<file path="config.mk">
export PLATFORM = sky130hd
export DESIGN_NAME = phy_tenbase_power_crossover_regs
export DESIGN_NICKNAME = d
export VERILOG_FILES = /design/src/rtl/phy_vendor_regs_pkg.sv /design/src/rtl/phy_tenbase_power_crossover_regs.sv
export SDC_FILE = /design/constraint.sdc
export NUM_CORES = 1
export LEC_CHECK = 0
export BUFFER_PORTS_ARGS = -buffer_cell sky130_fd_sc_hd__clkbuf_2
export CAP_MARGIN = 20
export CORE_MARGIN = 4
export CORE_UTILIZATION = 35
export DETAILED_ROUTE_END_ITERATION = 10
export PLACE_DENSITY = 0.6
export SLEW_MARGIN = 20
export SYNTH_ARGS = -nofsm -noshare
export SYNTH_HDL_FRONTEND = slang
export SYNTH_SLANG_ARGS = --single-unit
</file>
<file path="constraint.sdc">
create_clock -name mclk_i -period 1.1 [get_ports mclk_i]
set_input_delay 0.22 -clock mclk_i [delete_from_list [all_inputs] [get_ports mclk_i]]
set_output_delay 0.22 -clock mclk_i [all_outputs]
set_load 0.05 [all_outputs]
</file>
<file path="src/rtl/phy_vendor_regs_pkg.sv">
package phy_vendor_regs_pkg;
   // Register indices in the PHY register space
   localparam logic [4:0] TENBASE_CONFIG_STATUS_ADDR = 5'h12;
   localparam logic [4:0] POWER_DOWN_TEST_CONTROL_ADDR = 5'h13;
   localparam logic [4:0] SPECIFIED_CONFIGURATION_ADDR = 5'h14;
   // 10BASE-T configuration/status fields
   localparam int LINK_PULSE_ON_BIT = 14;
   localparam int HEARTBEAT_ON_BIT = 13;
   localparam int SQUELCH_NORMAL_BIT = 12;
   localparam int JABBER_GUARD_ON_BIT = 11;
   localparam int TEN_RSVD_RW_BIT = 10;
   localparam int CABLE_POLARITY_REVERSED_BIT = 0;
   localparam logic [15:0] TENBASE_RW_MASK = 16'h7C00;
   localparam logic [15:0] TENBASE_RESET = 16'h7800;
   // Power-down test control: nine selects in bits 8..0
   localparam int PD_SEL_WIDTH = 9;
   localparam logic [8:0] PD_SEL_RESET = 9'h000;
   // Specified configuration fields
   localparam int VENDOR_TEST_SELECT_A_BIT = 15;
   localparam int VENDOR_TEST_SELECT_B_BIT = 14;
   localparam int FORCE_SIGNAL_DETECT_BIT = 13;
   localparam int VENDOR_TEST_SELECT_C_BIT = 12;
   localparam int AUTONEG_FULL_POWER_BIT = 11;
   localparam int TEN_MEG_TX_POWER_SAVE_BIT = 10;
   localparam int CROSSOVER_STATUS_BIT = 7;
   localparam int AUTONEG_LOOPBACK_BIT = 6;
   localparam int CROSSOVER_FORCE_VALUE_BIT = 5;
   localparam int CROSSOVER_DISABLE_BIT = 4;
   localparam int MONITOR_SELECT_HI_BIT = 3;
   localparam int MONITOR_SELECT_LO_BIT = 2;
   localparam int SPEC_RSVD_RW_BIT = 1;
   localparam int POWER_DOWN_LEVEL_BIT = 0;
   // Bits 9:8 are reserved read-write storage
   localparam logic [15:0] SPEC_RW_MASK = 16'hFF7F;
   localparam logic [15:0] SPEC_RESET = 16'h0000;
endpackage

</file>
<file path="src/rtl/phy_tenbase_power_crossover_regs.sv">
`timescale 1ns/1ns
`default_nettype none
// Behaviour
// - Link pulse enable set sends 10M link pulses; clear suppresses, forces link good
// - Cleared link pulse enable stops pulses and forces link good at 10M regardless of pulses seen
// - Heartbeat enable, reset 1, turns 10M heartbeat on or off
// - Heartbeat enable ignored in full duplex
// - Jabber enable, reset 1, switches jabber function on or off
// - Reserved read-only bits read 0 and ignore writes
// - Polarity reversed bit reads 1 while 10M polarity reversed; resets 0
// - Polarity bit driven by receive logic; software writes ignored
// - Nine power-down selects, reset 0, take power state from value bit
// - Power-down value 1 powers down selected functions, 0 normal
// - Force signal detect 1 makes 100M signal detect good
// - Autoneg power bit 0 saves power in autoneg, 1 full power
// - 10M transmit power bit 1 enters transmit power save
// - Crossover status reads 1 for crossed wiring, 0 straight
// - Crossover disable 0 keeps auto crossover, 1 uses manual value
// - With auto crossover off, status and wiring follow force value
// - Autoneg loopback bit loops digital autoneg logic back for test
module phy_tenbase_power_crossover_regs
   import phy_vendor_regs_pkg::*;
#(
   parameter int PD_COUNT = PD_SEL_WIDTH
) (
   input wire logic mclk_i,
   input wire logic rst_i,
   input wire logic [4:0] addr_i,
   input wire logic [15:0] wdata_i,
   input wire logic wr_i,
   input wire logic rd_i,
   output logic [15:0] rdata_o,
   input wire logic ten_meg_i,
   input wire logic full_duplex_i,
   input wire logic polarity_reversed_i,
   input wire logic link_pulse_seen_i,
   input wire logic signal_detect_i,
   input wire logic auto_crossed_i,
   output logic link_pulse_tx_o,
   output logic link_good_o,
   output logic heartbeat_active_o,
   output logic squelch_normal_o,
   output logic jabber_active_o,
   output logic [PD_COUNT-1:0] pd_select_o,
   output logic [PD_COUNT-1:0] pd_power_down_o,
   output logic signal_detect_o,
   output logic autoneg_full_power_o,
   output logic ten_meg_tx_power_save_o,
   output logic crossover_o,
   output logic autoneg_loopback_o,
   output logic [3:0] vendor_select_o
);

   logic [15:0] tenbase_r;
   logic [15:0] tenbase_nxt;
   logic [PD_COUNT-1:0] pd_sel_r;
   logic [PD_COUNT-1:0] pd_sel_nxt;
   logic [15:0] spec_r;
   logic [15:0] spec_nxt;
   logic [15:0] rdata_r;
   logic [15:0] rdata_nxt;
   logic pol_meta_r;
   logic pol_sync_r;
   logic pulse_meta_r;
   logic pulse_sync_r;
   logic sd_meta_r;
   logic sd_sync_r;
   logic xover_meta_r;
   logic xover_sync_r;
   logic crossover_r;
   logic crossover_nxt;

   // Address decode for the three registers
   wire sel_ten = (addr_i == TENBASE_CONFIG_STATUS_ADDR);
   wire sel_pd = (addr_i == POWER_DOWN_TEST_CONTROL_ADDR);
   wire sel_spec = (addr_i == SPECIFIED_CONFIGURATION_ADDR);
   wire wr_ten = wr_i && sel_ten;
   wire wr_pd = wr_i && sel_pd;
   wire wr_spec = wr_i && sel_spec;

   // Only writable bits are stored; read-only positions stay zero
   assign tenbase_nxt = wr_ten ? (wdata_i & TENBASE_RW_MASK) : tenbase_r;
   assign pd_sel_nxt = wr_pd ? wdata_i[PD_COUNT-1:0] : pd_sel_r;
   assign spec_nxt = wr_spec ? (wdata_i & SPEC_RW_MASK) : spec_r;

   always_ff @(posedge mclk_i) begin
      if (rst_i) begin
         tenbase_r <= TENBASE_RESET;
         pd_sel_r <= PD_SEL_RESET[PD_COUNT-1:0];
         spec_r <= SPEC_RESET;
      end else begin
         tenbase_r <= tenbase_nxt;
         pd_sel_r <= pd_sel_nxt;
         spec_r <= spec_nxt;
      end
   end

   // Pin-level status passes two flops before any logic sees it
   always_ff @(posedge mclk_i) begin
      if (rst_i) begin
         pol_meta_r <= 1'b0;
         pol_sync_r <= 1'b0;
         pulse_meta_r <= 1'b0;
         pulse_sync_r <= 1'b0;
         sd_meta_r <= 1'b0;
         sd_sync_r <= 1'b0;
         xover_meta_r <= 1'b0;
         xover_sync_r <= 1'b0;
      end else begin
         pol_meta_r <= polarity_reversed_i;
         pol_sync_r <= pol_meta_r;
         pulse_meta_r <= link_pulse_seen_i;
         pulse_sync_r <= pulse_meta_r;
         sd_meta_r <= signal_detect_i;
         sd_sync_r <= sd_meta_r;
         xover_meta_r <= auto_crossed_i;
         xover_sync_r <= xover_meta_r;
      end
   end

   // Control decode
   wire lp_on = tenbase_r[LINK_PULSE_ON_BIT];
   wire hb_on = tenbase_r[HEARTBEAT_ON_BIT];
   wire xover_dis = spec_r[CROSSOVER_DISABLE_BIT];
   wire xover_force = spec_r[CROSSOVER_FORCE_VALUE_BIT];
   wire pd_level = spec_r[POWER_DOWN_LEVEL_BIT];

   // Link pulse control only matters at 10M; at 100M the real link is used
   assign link_pulse_tx_o = ten_meg_i && lp_on;
   assign link_good_o = (ten_meg_i && !lp_on) ? 1'b1 : pulse_sync_r;
   // Heartbeat is meaningless without half duplex
   assign heartbeat_active_o = hb_on && ten_meg_i && !full_duplex_i;
   assign squelch_normal_o = tenbase_r[SQUELCH_NORMAL_BIT];
   assign jabber_active_o = tenbase_r[JABBER_GUARD_ON_BIT];
   assign pd_select_o = pd_sel_r;
   assign pd_power_down_o = pd_sel_r & {PD_COUNT{pd_level}};
   assign signal_detect_o = spec_r[FORCE_SIGNAL_DETECT_BIT] || sd_sync_r;
   assign autoneg_full_power_o = spec_r[AUTONEG_FULL_POWER_BIT];
   assign ten_meg_tx_power_save_o = spec_r[TEN_MEG_TX_POWER_SAVE_BIT];
   assign autoneg_loopback_o = spec_r[AUTONEG_LOOPBACK_BIT];
   assign vendor_select_o = {spec_r[VENDOR_TEST_SELECT_A_BIT],
                             spec_r[VENDOR_TEST_SELECT_B_BIT],
                             spec_r[MONITOR_SELECT_HI_BIT],
                             spec_r[MONITOR_SELECT_LO_BIT]};

   // Registered wiring so status and pin steering never disagree
   assign crossover_nxt = xover_dis ? xover_force : xover_sync_r;
   always_ff @(posedge mclk_i) begin
      if (rst_i) begin
         crossover_r <= 1'b0;
      end else begin
         crossover_r <= crossover_nxt;
      end
   end
   assign crossover_o = crossover_r;

   // Read mux; unmapped addresses read as zero
   wire [15:0] ten_view = tenbase_r | {15'h0000, pol_sync_r};
   wire [15:0] pd_view = {{(16-PD_COUNT){1'b0}}, pd_sel_r};
   wire [15:0] spec_view = spec_r | ({15'h0000, crossover_r} << CROSSOVER_STATUS_BIT);
   assign rdata_nxt = !rd_i ? 16'h0000 :
                      sel_ten ? ten_view :
                      sel_pd ? pd_view :
                      sel_spec ? spec_view : 16'h0000;

   // Read data stands for exactly the cycle after the strobe
   always_ff @(posedge mclk_i) begin
      if (rst_i) begin
         rdata_r <= 16'h0000;
      end else begin
         rdata_r <= rdata_nxt;
      end
   end
   assign rdata_o = rdata_r;
endmodule
`default_nettype wire

</file>
==> impl_metrics.toml <==
[synthesis]
async_reset_ff_frac = 0
synth_edf_count = 0
synth_cell_types = 29
netlist.area_leader.share = 0.465
yosys-top-cells-count = "dfxtp_1 (54), nand3_1 (32), nand2b_1 (22)"
syn_area_per_cell_um2 = 9.56
synth_compound_area_frac = 0.146
synth_nets = 274
synth_top_family_by_area = "simple AND/OR/NAND/NOR gates"
syn_inst = 243
ys_ff_latch = 54
synthAdderAreaFrac = 0
synth-seq-area-share = 0.465
ys.flop_type = "dfxtp_1"
synthMuxAreaShare = 0.0474
synth_top_cells_by_area = "dfxtp_1 (47%), nand3_1 (6.9%), nand2b_1 (5.9%)"
syn-cell-area_um2 = 2320
yosys_warnings = 0
synth-xor-area-share = 0
synth_most_common_cell = "dfxtp_1"
synth-simple-area-share = 0.263
yosysTopAreaCell = "dfxtp_1"

[layout]
drive_above_1_share = 0.538
syn_to_final_growth_pct = 58.9
post-route-util = 0.578
nets = 373
diodes = 0

[placement]
dp_hpwl_mm = 4.41
portBuffers = 78
gp_congestion = 0.767

[setup_path]
slowest_delay_ns = 0.36
endpoint_kind = "output port"
crit_path_max_fanout = 7
slowest_stage = "dfxtp_2"
crit_arrival_ns = 1.10
crit_chain = "buf_6, and2_4, clkbuf_16"
crit_required_ns = 0.88
worstSetupPathType = "flip-flop to output port"
cp-start-kind = "flip-flop"

[routing]
drt_iter0_drc = 86
via_per_inst = 4.91
via_count = 2057
wire_per_inst_um = 15.2
wl_mm = 6.38
ant_nets = 0
dr.pass1.iters = 4
drc = 0

[min_path]
worstHoldPathType = "input port to flip-flop"

[grt]
grt_pass1_wl_mm = 10.3
grt_pass1_vias = 2026
grt_usage = 0.169
grt_max_degree = 27
grtUsageMet3 = 0.0442
gr-usage-met1 = 0.230
grt-busiest-layer = "met2"
grt.overflow.total = 0
antenna_found_initial = 0
use_met2 = 0.266

[power]
power_leakage_uw = 0.00146
p_per_area_nw_per_um2 = 1030
max-vdd-ir-drop_mv = 0.805

[timing]
layout_setup_ws_ns = -0.222
hold_viol = 0
finalSetupViolations = 13
drv_slew = 0
finalClockSkew_ns = 0.00296
hold_slack_ns = 0.113
rsz0062_at_grt = "yes"
fin_crit_sh = 1.20
fmax_mhz = 756
finalCriticalPeriod_ns = 1.32
worstMarginPinSlew_ns = 0.246
slew_headroom = 0.836

[status]
violations = "negative setup slack"
status = "complete, but fails checks"

[cts]
cts-root-buf = "clkbuf_8"
cts_tree = "built"
cts.clk_slew.worst_paths_ns = 0.09
htree_levels = 2
insertion_delay_ns = 0.31
clockBufferDepth = 2
numClockSinks = 54
cts_buffers = 5

[die]
start_util = 0.364
die_area_um2 = 8010
rows = 29
core_um2 = 6390
io_pins = 79
die_height_um = 89.5
fp.dieW_um = 89.5

[flow_run]
drv_cap = 0
-- final cells by class --
type                    instances  area, um2
multi-input cells             162       1100
flip-flops and latches         54       1130
inverters                       2       7.51
clock inverters                 1       30.0
fillers                       566       2700
repair buffers                117       1240
well taps                      77       96.3
clock buffers                   6       82.6
-- stage by stage --
stage,instances,power [uW],instance area [um2],setup TNS (ns),setup WS [ns]
2_1_floorplan,243,2240,2350,0,0.0195
3_3_place_gp,408,2420,2980,-3.95,-0.182
3_5_place_dp,408,2430,2980,-4.38,-0.203
4_1_cts,418,3820,3660,-2.47,-0.222
5_1_grt,419,3930,3690,-2.91,-0.265
6_report,419,3800,3690,-2.38,-0.222
-- final timing paths --
kind | startpoint | end | slack [ns] | cells after the start
setup reg to reg | spec_r[0] | rdata_o[0] | 0.07 | 5
hold reg to reg | pol_meta_r | pol_sync_r | 0.44 | 1
setup / recovery | spec_r[0] | pd_power_down_o[3] | -0.22 | 3
hold / removal | polarity_reversed_i | pol_meta_r | 0.11 | 2
-- worst max-delay path, delay by kind of cell (launching register included) --
family                 cells  cell delay (ns)
AND/OR/NAND/NOR            1             0.15
buffers and inverters      2             0.28
flip-flops                 1             0.36
-- cell families after synthesis --
logic type      after synthesis
simple gates                 97
buf+inv                      27
compound gates               54
mux                          11
flops                        54
-- placed cells by master, fill, tap and decap left out --
cell type	count
buf_4	41
nand3_1	32
clkbuf_2	30
dfxtp_1	30
nand2b_1	22
a21oi_1	20
o21ai_0	15
dfxtp_2	15
clkbuf_16	15
clkbuf_8	13
and2_4	11
mux2i_1	11
nand3_2	10
nor2b_1	10
buf_8	10
a21oi_2	9
dfxtp_4	9
clkbuf_4	8
a211o_1	4
buf_12	4
and3_1	3
nor2_1	3
a21boi_1	3
buf_6	2
inv_2	1
a21o_1	1
nand2_2	1
nor2_4	1
or2_4	1
inv_1	1
and4bb_2	1
and4bb_1	1
o21ai_1	1
a221oi_2	1
nand4bb_1	1
bufinv_16	1
-- repair_timing --
item,in CTS,in global routing
hold endpoints to repair,0,0
hold buffers,0,0
gates resized for setup,128,23
setup endpoints to repair,48,33
pin swaps,2,1
setup buffers,3,1
-- state kept, by name (all words and copies together), names as in the netlist --
name          cells
crossover_o       1
pd_select_o       9
pol_meta_r        1
pol_sync_r        1
pulse_meta_r      1
pulse_sync_r      1
rdata_o          16
sd_meta_r         1
sd_sync_r         1
spec_r           15
tenbase_r         5
xover_meta_r      1
xover_sync_r      1
-- where the power goes --
group | total [uW] | internal, uW | switching, uW
Sequential | 1970 | 1960 | 13.0
Combinational | 438 | 208 | 230
Clock | 1390 | 730 | 657
Total | 3800 | 2900 | 900
-- routing by layer --
layer | part of all wire | routed length (um)
met5 | 0 | 0
met4 | 0.0099 | 63
met3 | 0.065 | 415
met2 | 0.47 | 3010
met1 | 0.45 | 2890
(Power assumes the default switching activity.)
